## src/design/boot_pkg.sv

```systemverilog
package boot_pkg;
  // Command codes accepted from the host
  localparam logic [7:0] CMD_DEV_INQ   = 8'h20;
  localparam logic [7:0] CMD_DEV_SEL   = 8'h10;
  localparam logic [7:0] CMD_MODE_INQ  = 8'h21;
  localparam logic [7:0] CMD_MODE_SEL  = 8'h11;
  localparam logic [7:0] CMD_RATIO_INQ = 8'h22;
  localparam logic [7:0] CMD_FREQ_INQ  = 8'h23;
  localparam logic [7:0] CMD_MEM_INQ   = 8'h25;
  localparam logic [7:0] CMD_BLK_INQ   = 8'h26;
  localparam logic [7:0] CMD_UNIT_INQ  = 8'h27;
  localparam logic [7:0] CMD_NEW_RATE  = 8'h3F;
  localparam logic [7:0] CMD_TO_PROG   = 8'h40;
  localparam logic [7:0] CMD_STATUS    = 8'h4F;
  // Response codes
  localparam logic [7:0] RSP_DEV       = 8'h30;
  localparam logic [7:0] RSP_MODE      = 8'h31;
  localparam logic [7:0] RSP_RATIO     = 8'h32;
  localparam logic [7:0] RSP_FREQ      = 8'h33;
  localparam logic [7:0] RSP_MEM       = 8'h35;
  localparam logic [7:0] RSP_BLK       = 8'h36;
  localparam logic [7:0] RSP_UNIT      = 8'h37;
  localparam logic [7:0] RSP_STATUS    = 8'h5F;
  localparam logic [7:0] RSP_ACK       = 8'h06;
  localparam logic [7:0] RSP_ERR_DEV   = 8'h90;
  localparam logic [7:0] RSP_ERR_MODE  = 8'h91;
  // Error codes
  localparam logic [7:0] ERC_NONE      = 8'h00;
  localparam logic [7:0] ERC_SUM       = 8'h11;
  localparam logic [7:0] ERC_DEV       = 8'h21;
  localparam logic [7:0] ERC_MODE      = 8'h22;
  // Boot status codes
  localparam logic [7:0] STAT_SELECT   = 8'h11;
  localparam logic [7:0] STAT_ERASE    = 8'h1E;
  localparam logic [7:0] STAT_PROG     = 8'h1F;
  // Fixed sizes
  localparam logic [7:0] DEV_SEL_SIZE  = 8'h04;
  localparam logic [7:0] MODE_SEL_SIZE = 8'h01;
  localparam logic [7:0] STAT_LEN      = 8'h02;
  localparam logic [7:0] ERR_TOTAL     = 8'h02;
  localparam logic [7:0] ACK_TOTAL     = 8'h01;
  localparam logic [7:0] FRAME_EXTRA   = 8'h03;
  localparam logic [1:0] CODE_BYTES    = 2'h3;
endpackage

```

## src/design/frame_if.sv

```systemverilog
`timescale 1ns/1ps
interface frame_if;
  logic        valid;
  logic        take;
  logic [7:0]  cmd;
  logic [7:0]  size;
  logic [31:0] payload;
  logic        sum_ok;

  modport rx (output valid, output cmd, output size, output payload,
              output sum_ok, input take);
  modport proc (input valid, input cmd, input size, input payload,
                input sum_ok, output take);
endinterface

```

## src/design/boot_inquiry_selection_handler.sv

```systemverilog
`timescale 1ns/1ps
module boot_inquiry_selection_handler #(
  parameter logic [31:0] DEV_CODE = 32'h4456_3031 // Arbitrary value
) (
  input  wire logic        core_clk,
  input  wire logic        rst_n,
  input  wire logic        rx_valid,
  input  wire logic [7:0]  rx_data,
  output logic             rx_ready,
  output logic             tx_valid,
  input  wire logic        tx_ready,
  output logic [7:0]       tx_data,
  output logic             erase_req,
  input  wire logic        erase_done,
  output logic             prog_state,
  output logic [31:0]      device_code,
  output logic             device_selected,
  output logic [7:0]       clock_mode,
  output logic             mode_selected,
  output logic             other_valid,
  output logic [7:0]       other_cmd
);
  typedef enum logic [1:0] {S_IDLE, S_SEND, S_ERASE} state_e;
  typedef enum logic [1:0] {TX_ACK, TX_ERR, TX_ROM, TX_STAT} txkind_e;

  frame_if fr ();

  state_e     state;
  txkind_e    tx_kind;
  logic [7:0] rsp_cmd;
  logic [7:0] hdr;
  logic [7:0] err_code;
  logic [7:0] tx_pos;
  logic [7:0] tx_acc;
  logic [7:0] last_err;

  logic       accept;
  logic       allowed;
  logic [7:0] rom_cmd;
  logic [7:0] rom_idx;
  logic       rom_known;
  logic [7:0] rom_code;
  logic [7:0] rom_len;
  logic [7:0] rom_byte;
  logic       dev_match;
  logic       mode_ok;

  logic       next_send;
  logic       next_erase;
  txkind_e    next_kind;
  logic [7:0] next_hdr;
  logic [7:0] next_err;
  logic       next_dev_store;
  logic       next_mode_store;
  logic       next_other;

  logic [7:0] pay_len;
  logic [7:0] total;
  logic [7:0] next_byte;
  logic       load;

  frame_rx u_frame_rx (
    .core_clk (core_clk),
    .rst_n    (rst_n),
    .rx_valid (rx_valid),
    .rx_data  (rx_data),
    .rx_ready (rx_ready),
    .fr       (fr.rx)
  );

  // The ROM looks at the live frame while deciding, then the held command
  assign rom_cmd = (state == S_IDLE) ? fr.cmd : rsp_cmd;
  assign rom_idx = tx_pos - 8'h02;

  resp_rom #(
    .DEV_CODE (DEV_CODE)
  ) u_resp_rom (
    .cmd       (rom_cmd),
    .idx       (rom_idx),
    .sel_code  (fr.payload),
    .sel_mode  (fr.payload[7:0]),
    .known     (rom_known),
    .rsp_code  (rom_code),
    .rsp_len   (rom_len),
    .rsp_byte  (rom_byte),
    .dev_match (dev_match),
    .mode_ok   (mode_ok)
  );

  assign accept  = fr.valid && (state == S_IDLE);
  assign allowed = !prog_state || (fr.cmd == boot_pkg::CMD_STATUS);
  assign fr.take = accept;

  // Decide the reply for a complete frame
  always_comb begin
    next_send       = 1'b0;
    next_erase      = 1'b0;
    next_kind       = TX_ACK;
    next_hdr        = boot_pkg::RSP_ACK;
    next_err        = boot_pkg::ERC_NONE;
    next_dev_store  = 1'b0;
    next_mode_store = 1'b0;
    next_other      = 1'b0;
    if (accept) begin
      if (!allowed) begin
        next_other = 1'b1;
      end else begin
        case (fr.cmd)
          boot_pkg::CMD_DEV_SEL: begin
            next_send = 1'b1;
            if (!fr.sum_ok) begin
              next_kind = TX_ERR;
              next_hdr  = boot_pkg::RSP_ERR_DEV;
              next_err  = boot_pkg::ERC_SUM;
            end else if (fr.size != boot_pkg::DEV_SEL_SIZE ||
                         !dev_match) begin
              next_kind = TX_ERR;
              next_hdr  = boot_pkg::RSP_ERR_DEV;
              next_err  = boot_pkg::ERC_DEV;
            end else begin
              next_dev_store = 1'b1;
            end
          end
          boot_pkg::CMD_MODE_SEL: begin
            next_send = 1'b1;
            if (!fr.sum_ok) begin
              next_kind = TX_ERR;
              next_hdr  = boot_pkg::RSP_ERR_MODE;
              next_err  = boot_pkg::ERC_SUM;
            end else if (fr.size != boot_pkg::MODE_SEL_SIZE ||
                         !mode_ok) begin
              next_kind = TX_ERR;
              next_hdr  = boot_pkg::RSP_ERR_MODE;
              next_err  = boot_pkg::ERC_MODE;
            end else begin
              next_mode_store = 1'b1;
            end
          end
          boot_pkg::CMD_STATUS: begin
            next_send = 1'b1;
            next_kind = TX_STAT;
            next_hdr  = boot_pkg::RSP_STATUS;
          end
          boot_pkg::CMD_TO_PROG: begin
            next_erase = 1'b1;
          end
          default: begin
            if (rom_known) begin
              next_send = 1'b1;
              next_kind = TX_ROM;
              next_hdr  = rom_code;
            end else begin
              // Bit-rate selection and unknown codes go to outside logic
              next_other = 1'b1;
            end
          end
        endcase
      end
    end
  end

  // Byte stream of the reply: code, size, payload, checksum; an ACK is the code alone, an error reply the code and the error code
  always_comb begin
    pay_len   = (tx_kind == TX_STAT) ? boot_pkg::STAT_LEN : rom_len;
    total     = pay_len + boot_pkg::FRAME_EXTRA;
    next_byte = hdr;
    case (tx_kind)
      TX_ACK: begin
        total = boot_pkg::ACK_TOTAL;
      end
      TX_ERR: begin
        total = boot_pkg::ERR_TOTAL;
        if (tx_pos != 8'h00) begin
          next_byte = err_code;
        end
      end
      default: begin
        if (tx_pos == 8'h01) begin
          next_byte = pay_len;
        end else if (tx_pos == pay_len + 8'h02) begin
          next_byte = 8'h00 - tx_acc;
        end else if (tx_pos != 8'h00) begin
          if (tx_kind == TX_ROM) begin
            next_byte = rom_byte;
          end else if (rom_idx == 8'h00) begin
            next_byte = prog_state ? boot_pkg::STAT_PROG
                                   : boot_pkg::STAT_SELECT;
          end else begin
            next_byte = last_err;
          end
        end
      end
    endcase
  end

  assign load = (state == S_SEND) && (!tx_valid || tx_ready);

  // Sequencing and transmit
  always_ff @(posedge core_clk or negedge rst_n) begin
    if (!rst_n) begin
      state    <= S_IDLE;
      tx_kind  <= TX_ACK;
      rsp_cmd  <= 8'h00;
      hdr      <= 8'h00;
      err_code <= 8'h00;
      tx_pos   <= 8'h00;
      tx_acc   <= 8'h00;
      tx_valid <= 1'b0;
      tx_data  <= 8'h00;
    end else begin
      case (state)
        S_IDLE: begin
          tx_pos <= 8'h00;
          tx_acc <= 8'h00;
          if (next_send) begin
            state    <= S_SEND;
            tx_kind  <= next_kind;
            hdr      <= next_hdr;
            err_code <= next_err;
            rsp_cmd  <= fr.cmd;
          end else if (next_erase) begin
            state <= S_ERASE;
          end
        end
        S_ERASE: begin
          // Acknowledged only once the erase is finished
          if (erase_done) begin
            state   <= S_SEND;
            tx_kind <= TX_ACK;
            hdr     <= boot_pkg::RSP_ACK;
          end
        end
        S_SEND: begin
          if (load) begin
            if (tx_pos < total) begin
              tx_data  <= next_byte;
              tx_valid <= 1'b1;
              tx_acc   <= tx_acc + next_byte;
              tx_pos   <= tx_pos + 8'h01;
            end else begin
              tx_valid <= 1'b0;
              state    <= S_IDLE;
            end
          end
        end
        default: state <= S_IDLE;
      endcase
    end
  end

  assign erase_req = (state == S_ERASE);

  // Selections; a newer one simply overwrites the older
  always_ff @(posedge core_clk or negedge rst_n) begin
    if (!rst_n) begin
      device_code     <= 32'h0000_0000;
      device_selected <= 1'b0;
      clock_mode      <= 8'h00;
      mode_selected   <= 1'b0;
    end else begin
      if (next_dev_store) begin
        device_code     <= fr.payload;
        device_selected <= 1'b1;
      end
      if (next_mode_store) begin
        clock_mode    <= fr.payload[7:0];
        mode_selected <= 1'b1;
      end
    end
  end

  // Boot state and last error for the status reply
  always_ff @(posedge core_clk or negedge rst_n) begin
    if (!rst_n) begin
      prog_state <= 1'b0;
      last_err   <= 8'h00;
    end else begin
      if (state == S_ERASE && erase_done) begin
        prog_state <= 1'b1;
      end
      if (accept && next_send && next_kind != TX_STAT) begin
        last_err <= next_err;
      end
    end
  end

  // Handed-off commands
  always_ff @(posedge core_clk or negedge rst_n) begin
    if (!rst_n) begin
      other_valid <= 1'b0;
      other_cmd   <= 8'h00;
    end else begin
      other_valid <= next_other;
      if (next_other) begin
        other_cmd <= fr.cmd;
      end
    end
  end
endmodule

```

## src/design/resp_rom.sv

```systemverilog
`timescale 1ns/1ps
module resp_rom #(
  parameter logic [31:0] DEV_CODE = 32'h4456_3031 // Arbitrary value
) (
  input  wire logic [7:0]  cmd,
  input  wire logic [7:0]  idx,
  input  wire logic [31:0] sel_code,
  input  wire logic [7:0]  sel_mode,
  output logic             known,
  output logic [7:0]       rsp_code,
  output logic [7:0]       rsp_len,
  output logic [7:0]       rsp_byte,
  output logic             dev_match,
  output logic             mode_ok
);
  localparam int ROM_LEN   = 57;
  localparam int MODE_CNT  = 2;
  localparam int MODE_LIST = 11;
  localparam logic [7:0] DEV_OFS = 8'h00, DEV_LEN = 8'h0A;
  localparam logic [7:0] MOD_OFS = 8'h0A, MOD_LEN = 8'h03;
  localparam logic [7:0] RAT_OFS = 8'h0D, RAT_LEN = 8'h07;
  localparam logic [7:0] FRQ_OFS = 8'h14, FRQ_LEN = 8'h09;
  localparam logic [7:0] MEM_OFS = 8'h1D, MEM_LEN = 8'h09;
  localparam logic [7:0] BLK_OFS = 8'h26, BLK_LEN = 8'h11;
  localparam logic [7:0] UNI_OFS = 8'h37, UNI_LEN = 8'h02;
  // Payloads only; code, size and checksum are added by the sender
  localparam logic [0:ROM_LEN-1][7:0] ROM = {
    8'h01, 8'h08, DEV_CODE, 8'h42, 8'h54, 8'h4C, 8'h44,
    8'h02, 8'h01, 8'h02,
    8'h02, 8'h02, 8'h04, 8'h02, 8'h02, 8'h02, 8'hFE,
    8'h02, 8'h07, 8'hD0, 8'h13, 8'h88, 8'h03, 8'hE8, 8'h13, 8'h88,
    8'h01, 32'h0000_0000, 32'h0007_FFFF,
    8'h02, 32'h0000_0000, 32'h0000_FFFF, 32'h0001_0000, 32'h0007_FFFF,
    8'h00, 8'h80};

  logic [7:0]          ofs;
  logic [7:0]          addr;
  logic [MODE_CNT-1:0] hit;

  always_comb begin
    known    = 1'b1;
    ofs      = DEV_OFS;
    rsp_len  = DEV_LEN;
    rsp_code = boot_pkg::RSP_DEV;
    case (cmd)
      boot_pkg::CMD_DEV_INQ: begin
        ofs      = DEV_OFS;
      end
      boot_pkg::CMD_MODE_INQ: begin
        ofs      = MOD_OFS;
        rsp_len  = MOD_LEN;
        rsp_code = boot_pkg::RSP_MODE;
      end
      boot_pkg::CMD_RATIO_INQ: begin
        ofs      = RAT_OFS;
        rsp_len  = RAT_LEN;
        rsp_code = boot_pkg::RSP_RATIO;
      end
      boot_pkg::CMD_FREQ_INQ: begin
        ofs      = FRQ_OFS;
        rsp_len  = FRQ_LEN;
        rsp_code = boot_pkg::RSP_FREQ;
      end
      boot_pkg::CMD_MEM_INQ: begin
        ofs      = MEM_OFS;
        rsp_len  = MEM_LEN;
        rsp_code = boot_pkg::RSP_MEM;
      end
      boot_pkg::CMD_BLK_INQ: begin
        ofs      = BLK_OFS;
        rsp_len  = BLK_LEN;
        rsp_code = boot_pkg::RSP_BLK;
      end
      boot_pkg::CMD_UNIT_INQ: begin
        ofs      = UNI_OFS;
        rsp_len  = UNI_LEN;
        rsp_code = boot_pkg::RSP_UNIT;
      end
      default: known = 1'b0;
    endcase
    addr     = ofs + idx;
    rsp_byte = (int'(addr) < ROM_LEN) ? ROM[addr] : 8'h00;
  end

  // Mode bytes are plain mode numbers, compared as sent
  for (genvar i = 0; i < MODE_CNT; i++) begin : g_mode
    assign hit[i] = (ROM[MODE_LIST + i] == sel_mode);
  end

  assign mode_ok   = |hit;
  assign dev_match = (sel_code == DEV_CODE);
endmodule

```

## src/design/frame_rx.sv

```systemverilog
`timescale 1ns/1ps
module frame_rx (
  input  wire logic       core_clk,
  input  wire logic       rst_n,
  input  wire logic       rx_valid,
  input  wire logic [7:0] rx_data,
  output logic            rx_ready,
  frame_if.rx             fr
);
  typedef enum logic [2:0] {F_CMD, F_SIZE, F_DATA, F_SUM, F_HOLD} fstate_e;

  fstate_e    state;
  logic [7:0] sum;
  logic [7:0] left;
  logic [2:0] got;
  logic       framed;

  assign framed   = (rx_data == boot_pkg::CMD_DEV_SEL) ||
                    (rx_data == boot_pkg::CMD_MODE_SEL) ||
                    (rx_data == boot_pkg::CMD_NEW_RATE);
  // Stall the link while the previous frame is being answered
  assign rx_ready = (state != F_HOLD);
  assign fr.valid = (state == F_HOLD);

  always_ff @(posedge core_clk or negedge rst_n) begin
    if (!rst_n) begin
      state      <= F_CMD;
      sum        <= 8'h00;
      left       <= 8'h00;
      got        <= 3'h0;
      fr.cmd     <= 8'h00;
      fr.size    <= 8'h00;
      fr.payload <= 32'h0000_0000;
      fr.sum_ok  <= 1'b0;
    end else if (state == F_HOLD) begin
      if (fr.take) begin
        state <= F_CMD;
      end
    end else if (rx_valid) begin
      case (state)
        F_CMD: begin
          fr.cmd     <= rx_data;
          fr.size    <= 8'h00;
          fr.payload <= 32'h0000_0000;
          sum        <= rx_data;
          got        <= 3'h0;
          fr.sum_ok  <= 1'b1;
          state      <= framed ? F_SIZE : F_HOLD;
        end
        F_SIZE: begin
          fr.size <= rx_data;
          left    <= rx_data;
          sum     <= sum + rx_data;
          state   <= (rx_data == 8'h00) ? F_SUM : F_DATA;
        end
        F_DATA: begin
          // Only the first four payload bytes are kept
          if (got <= {1'b0, boot_pkg::CODE_BYTES}) begin
            fr.payload <= {fr.payload[23:0], rx_data};
            got        <= got + 3'h1;
          end
          sum   <= sum + rx_data;
          left  <= left - 8'h01;
          state <= (left == 8'h01) ? F_SUM : F_DATA;
        end
        F_SUM: begin
          fr.sum_ok <= ((sum + rx_data) == 8'h00);
          state     <= F_HOLD;
        end
        default: state <= F_CMD;
      endcase
    end
  end
endmodule

```

## config.mk

```make
export PLATFORM = sky130hd
export DESIGN_NAME = boot_inquiry_selection_handler
export DESIGN_NICKNAME = d
export VERILOG_FILES = /design/src/design/boot_pkg.sv /design/src/design/frame_if.sv /design/src/design/boot_inquiry_selection_handler.sv /design/src/design/resp_rom.sv /design/src/design/frame_rx.sv
export SDC_FILE = /design/constraint.sdc
export NUM_CORES = 1
export LEC_CHECK = 0
export BUFFER_PORTS_ARGS = -buffer_cell sky130_fd_sc_hd__buf_2
export CORE_ASPECT_RATIO = 0.6
export CORE_UTILIZATION = 25
export CTS_CLUSTER_DIAMETER = 40
export CTS_CLUSTER_SIZE = 16
export DETAILED_ROUTE_END_ITERATION = 7
export HOLD_SLACK_MARGIN = 0.1
export PLACE_DENSITY_LB_ADDON = 0.1
export SLEW_MARGIN = 0
export SYNTH_ARGS = -nofsm -noshare
export SYNTH_HDL_FRONTEND = slang
export SYNTH_HIERARCHICAL = 1
export SYNTH_SLANG_ARGS = --single-unit
```

## constraint.sdc

```tcl
create_clock -name core_clk -period 6.4 [get_ports core_clk]
set_input_delay 0.64 -clock core_clk [delete_from_list [all_inputs] [get_ports core_clk]]
set_output_delay 0.64 -clock core_clk [all_outputs]
set_load 0.02 [all_outputs]
```

==> results of run 1 <==
cell type report:
type	instances	area share (%)
Timing Repair Buffer	112	5.191
Inverter	41	1.207
Clock inverter	15	1.531
Clock buffer	17	3.337
Sequential cell	176	34.54
Tap cell	579	5.682
Multi-Input combinational cell	954	48.51
report_power, final:
part	internal (mW)	leakage [nW]	switching [mW]	total, mW
logic	1.06	3.08	1.80	2.86
clock network	0.630	0.309	0.503	1.13
registers	1.37	2.34	0.276	1.65
worst register-to-register path, cell delays in order, from the launching register on:
cell and delay, ns:
dfrtp_1 0.42, or2_4 0.33, nand2_1 0.09, nand2_1 0.06
nor2_1 0.13, and3_1 0.25, and2_1 0.21, nor2b_1 0.23
ha_1 0.36, or3_4 0.47, nand2_1 0.20, nand3_1 0.21
a311oi_4 0.44, a21boi_1 0.23, nand2_1 0.08, a31o_2 0.28
o211ai_1 0.15, a32o_1 0.30, ha_1 0.30, o21ai_0 0.15
o21bai_1 0.11, a21o_1 0.20, a21oi_2 0.19, nor3b_1 0.24
mux2i_1 0.11, o311ai_1 0.10
sequential cells by signal (all words and copies together), names as in the netlist, 4 cells and up:
signal and cells:
clock_mode 8, device_code 32, err_code 4, rsp_cmd 8, u_frame_rx/sum 8, u_frame_rx/fr.payload 32
other_cmd 8, tx_acc 8, tx_pos 8, last_err 4, tx_data 8, u_frame_rx/fr.cmd 8
hdr 8, u_frame_rx/fr.size 8, u_frame_rx/left 8
how the worst min path moves through the flow:
| stage | start | endpoint | slack (ns) | cells past startpoint |
|---|---|---|---|---|
| floorplan | rst_n | clock_mode[0] | 0.34 | 0 |
| global placement | device_selected | device_selected | 0.44 | 1 |
| detailed placement | device_selected | device_selected | 0.46 | 1 |
| CTS | rst_n | tx_acc[3] | 0.12 | 1 |
| global route | rst_n | tx_acc[3] | 0.14 | 1 |
| finish | rst_n | u_frame_rx/fr.payload[25] | 0.13 | 1 |
layer usage:
layer / vias up / routed length [um]
li1: 4515 / -
met1: 4563 / 21310
met2: 200 / 12540
met3: 17 / 1768
met4: 0 / 253
met5: - / 0
cell families after synthesis:
| kind of cell | synth area share, % |
|---|---|
| AOI/OAI and AO/OA | 17.77 |
| xor gates and xnor gates | 3.182 |
| adders and majority gates | 5.886 |
| buffers and inverters | 4.648 |
| DFF | 40.00 |
| muxes | 7.966 |
| other | 0.06821 |
| and+or+nand+nor | 20.48 |
placed cells by master (no fill, tap or decap), drive strengths merged, types with 15 or more instances in the layout:
master and instances:
nand2 218, dfrtp 176, buf 111, o21ai 98, nor2 78, mux2 69
a21oi 56, inv 50, ha 47, nor3 40, nand3 30, xor2 21
nand2b 20, xnor2 19, clkbuf 18, a31oi 17, a21o 17, and3 16
a211oi 16, nor2b 15
metrics by stage:
step	hold WS [ns]	cells	cell area, um^2	total power, mW
finish	0.1328	1894	12750	5.637
detailed placement	0.4555	1862	12080	4.445
global placement	0.4449	1862	12080	4.482
CTS	0.1237	1894	12700	5.616
floorplan	0.3444	1242	11030	3.520
global route	0.1372	1894	12750	6.084
==> summary.md, run 1 <==
| Metric | Value |
|---|---|
| Run status | `finished, final reports clean` |
| CP required | `6.75 ns` |
| Synth Cell Area | `11010 um^2` |
| CP max stage delay | `around 0.47 ns` |
| # resized after CTS | `0` |
| TritonCTS buffer count | `17` |
| Port Buffers | `75` |
| Final wirelength | `around 36000 um` |
| 1st-iter DRT viols | `just under 900` |
| Via density | `between 4 and 5` |
| Crit end category | `flop` |
| Worst-case reg-to-reg path depth | `25` |
| Mapped Cells | `about 1200` |
| Residual DRC | `0` |
| Total grt overflow | `0` |
| CTS sink count | `around 180` |
| Gr usage total | `16.31%` |
| Commonest cells in the synthesized netlist | `215 x nand2_1, 176 x dfrtp_1, 94 x o21ai_0` |
| Pre-antenna DRT Iters | `5` |
| IO Count | `76` |
| Post-Route Skew | `0.02064 ns` |
| Clock Latency Late Sink | `~0.45 ns` |
| Area contributors post-synth | `dfrtp_1 40%, nand2_1 7.3%, mux2_2 6.6%, ha_1 5.3%, o21ai_0 4.3%` |
| Die ar. | `about 45000 um^2` |
| Fill cell count | `4635` |
| Share of cells above drive strength 1 | `18.86%` |
| Largest delay share family, worst path | `simple AND/OR/NAND/NOR gates` |
| Worst Path Buf+Inv | `0` |
| CTS tree | `built` |
| Worst Path Arrival | `6.29 ns` |
| Cell count along the critical path | `25` |
| Critical Path Sink | `tx_acc[7]` |
| Placed wire-length estimate | `27120 um` |
| Multi-input gate area | `about 6200 um^2` |
| Post-synth EDFFs | `0` |
| Synth Area per Inst | `8.908 um^2` |
| Sequential Area | `4404 um^2` |
| H-tree depth | `4` |
| Vias in the first global route | `8687` |
| Max-Cap Viols | `0` |
| Post-synth top area share | `around 40%` |
| RSZ-0062 raised after global routing | `false` |
| Max Root-Sink Buffers | `2` |
| Die Y | `roughly 160 um` |
| Initial antenna violation count | `0` |
| Fin crit share | `92.76%` |
| Final setup fails | `0` |
| Ant diodes | `0` |
| Routed Antenna Nets | `0` |
| Slew @ Worst Pin | `1.095 ns` |
| Sequential area share after synthesis | `~40%` |
| R2R Setup Slk | `about 0.46 ns` |
| Fin. Hold Viols | `0` |
| R2r endpoint | `tx_acc[7]` |
| CP Launch Type | `flop` |
| Die boundary width | `272.9 um` |
| Global route hottest layer | `met1` |
| Yosys cell types | `between 80 and 90` |
| Crit-path max FO | `12` |
| DR vias | `around 9300` |
| Synth area leader | `dfrtp_1` |
| Worst IR Drop VDD | `~0.00021 V` |
| Most common flop cell mapped by yosys | `dfrtp_1` |
| Setup TNS | `0 ns` |
| Crit path kind | `flop to flop` |
| Clock Pin Slew Worst Setup and Hold Paths | `roughly 0.08 ns` |
| # hold bufs at CTS | `0` |
| Postcts setup bufs | `0` |
| Number of nets in the layout | `around 1400` |
| Place WS | `about 0.2 ns` |
| Final worst path period need | `5.937 ns` |
| #FFs+latches synth | `approximately 180` |
| Global-route wire length before repair | `between 50000 and 60000 um` |
| M1 GR Usage | `between 20% and 30%` |
| P per Cell Area | `about 440 nW/um^2` |
| Worst reg2reg path startpoint | `state[0]` |
| Layout area overhead | `15.80%` |
| Final worst-path setup slack | `0.4633 ns` |
| Met2 Track Usage GR | `a little under a fifth` |
| Slew Limit Fails | `0` |
| GR Util met3 | `3.795%` |
| Initial Util | `approximately a quarter` |
| Core Box Area | `43410 um^2` |
| Hold WC Path Type | `input port to async pin` |
| Largest net degree at the start of global routing | `a little over 70` |
| GPL Wtd Cong | `0.8836` |
| Async S/R FF share, synth | `100.0%` |
| Max Freq | `~170 MHz` |
| Top-count cell post-synth | `nand2_1` |
| Crit path from | `state[0]` |
| Slowest stage cell, crit path | `or3_4` |
| Ys Warns | `6` |
| CP most frequent cell | `nand2_1` |
| CTS root buf | `clkbuf_16` |
| Routed wire per std cell | `18.94 um` |
| Leakage | `between 5 and 6 nW` |
| Slew HR | `a little over a quarter` |
| Cell Rows | `59` |
| Utilization after layout | `about 29%` |
Note: power is estimated with default switching activity, not from simulation.
==> run 2, diff against run 1 <==
- BUFFER_PORTS_ARGS: -buffer_cell sky130_fd_sc_hd__buf_2 -> default
- CORE_UTILIZATION: 25 -> 50
- DONT_BUFFER_PORTS: default -> 1
- MAX_ROUTING_LAYER: default -> met4
==> summary.md, run 2 (synthesized netlist as in run 1, its figures left out) <==
| Metric | Value |
|---|---|
| Routed wire per std cell | `about 19 um` |
| CTS root buf | `clkbuf_16` |
| Total grt overflow | `0` |
| Hold WC Path Type | `input port to async pin` |
| Fin. Hold Viols | `0` |
| Largest net degree at the start of global routing | `177` |
| Initial antenna violation count | `0` |
| GPL Wtd Cong | `between 0.9 and 1` |
| Slew HR | `30.92%` |
| Clock Pin Slew Worst Setup and Hold Paths | `0.07 ns` |
| CTS sink count | `around 180` |
| Share of cells above drive strength 1 | `between 10% and 20%` |
| Core Box Area | `about 21000 um^2` |
| Setup TNS | `0 ns` |
| Sequential Area | `4404 um^2` |
| CP required | `just under 7 ns` |
| Die Y | `between 100 and 150 um` |
| Crit end category | `flop` |
| Biggest regs | `device_code x32, u_frame_rx/fr.payload x32` |
| Global-route wire length before repair | `~47000 um` |
| Max Freq | `roughly 170 MHz` |
| Worst reg2reg path startpoint | `state[1]` |
| Final setup fails | `0` |
| Place WS | `between 0.06 and 0.07 ns` |
| Final Total Pwr | `5.359 mW` |
| Worst Path Arrival | `between 6 and 7 ns` |
| CP Launch Type | `flop` |
| Slowest stage cell, crit path | `fa_2` |
| Crit path kind | `flop to flop` |
| Post-Route Skew | `0.01040 ns` |
| Worst-case reg-to-reg path depth | `29` |
| Fin crit share | `between 90% and 100%` |
| R2R Setup Slk | `~0.52 ns` |
| CTS tree | `built` |
| Placed wire-length estimate | `21060 um` |
| Die ar. | `approximately 23000 um^2` |
| Residual DRC | `0` |
| P per Cell Area | `~450 nW/um^2` |
| Die boundary width | `193.6 um` |
| Ant diodes | `0` |
| IO Count | `76` |
| Clock Latency Late Sink | `roughly 0.44 ns` |
| Vias in the first global route | `between 8000 and 9000` |
| Layout area overhead | `8.579%` |
| TritonCTS buffer count | `17` |
| Final wirelength | `around 29000 um` |
| Fill cell count | `between 1500 and 2000` |
| Multi-input gate area | `6186 um^2` |
| Number of nets in the layout | `1287` |
| Gr usage total | `between 20% and 30%` |
| Crit-path max FO | `9` |
| RSZ-0062 raised after global routing | `false` |
| Pre-antenna DRT Iters | `5` |
| Port Buffers | `0` |
| Run status | `finished, final reports clean` |
| Worst IR Drop VDD | `0.0002711 V` |
| Via density | `around 6.0` |
| Slew Limit Fails | `0` |
| CP max stage delay | `0.56 ns` |
| DR vias | `roughly 9000` |
| Final worst-path setup slack | `0.5234 ns` |
| Cell Rows | `41` |
| CP most frequent cell | `buf_4` |
| Max Root-Sink Buffers | `2` |
| Leakage | `around 5.3 nW` |
| Most frequent cells in the layout | `213 x nand2_1, 176 x dfrtp_1, 94 x o21ai_0` |
| H-tree depth | `4` |
| R2r endpoint | `tx_acc[7]` |
| Initial Util | `about half` |
| Final worst path period need | `5.877 ns` |
| Max-Cap Viols | `0` |
| Routed Antenna Nets | `0` |
| 1st-iter DRT viols | `between 800 and 900` |
| Commonest non-fill, non-tap cell in the layout | `nand2_1` |
| Slew @ Worst Pin | `about 1 ns` |
-- run 2: cell count changes in the layout (fill, tap and decap cells not counted), moves of 2 or more --
cell | before | now
buf_2 | 74 | 0
buf_4 | 37 | 33
bufinv_16 | 3 | 1
inv_6 | 6 | 3
nor2_2 | 3 | 1
-- run 2: worst max path at each step --
stage / cells past startpoint / slack (ns) / to / start
2_1_floorplan: 31 / 0.59 / tx_acc[7] / state[0]
5_1_grt: 30 / 0.04 / tx_acc[7] / state[0]
6_report: 29 / 0.52 / tx_acc[7] / state[1]
3_3_place_gp: 28 / 0.31 / tx_acc[7] / state[0]
4_1_cts: 28 / 0.05 / tx_acc[7] / state[0]
3_5_place_dp: 28 / 0.07 / tx_acc[7] / state[0]
-- run 2: per-stage QoR --
step	cell area [um^2]	hold WS [ns]	cells	utilization (%)
after global routing	11960	0.2612	1515	56.16
after CTS	11850	0.2777	1508	55.66
final	11960	0.1797	1515	56.16
after global placement	11240	0.3491	1476	52.78
after detailed placement	11240	0.3483	1476	52.78
after floorplan	11030	0.3444	1242	-
-- run 2: routing by layer --
layer | GRT usage [%] | part of all wire [%] | vias to the layer above
li1 | - | - | 4387
met1 | 44.46 | 55 | 4343
met2 | 33.89 | 37 | 278
met3 | 7.393 | 7.7 | 15
met4 | 5.013 | 0.58 | 0
met5 | - | 0 | -
-- run 2: what timing repair did --
item,in CTS,in global routing
setup buffers,0,7
hold endpoints to repair,176,0
gates resized for setup,0,14
hold buffers,1,0
endpoints found under the setup margin,0,4
-- run 2: area by class of cell --
class / count / area share [%]
multi-input combinational: 954 / 51.74
sequential: 176 / 36.84
clock buffer: 18 / 3.673
tap: 279 / 2.920
timing repair buffer: 34 / 2.302
inverter: 41 / 1.287
clock inverter: 13 / 1.235
-- run 2: critical path: cells and delay by family, from the launching register on --
kind	cells	cell delay, ns
AOI/OAI and AO/OA	13	2.47
adders and majority gates	3	1.01
buffers and inverters	4	0.61
DFF	1	0.41
muxes	1	0.10
and+or+nand+nor	8	1.16
-- run 2: power by group --
group | switching (mW) | internal, mW | total, mW
combinational | 1.56 | 1.00 | 2.57
sequential | 0.366 | 1.37 | 1.74
clock | 0.495 | 0.562 | 1.06
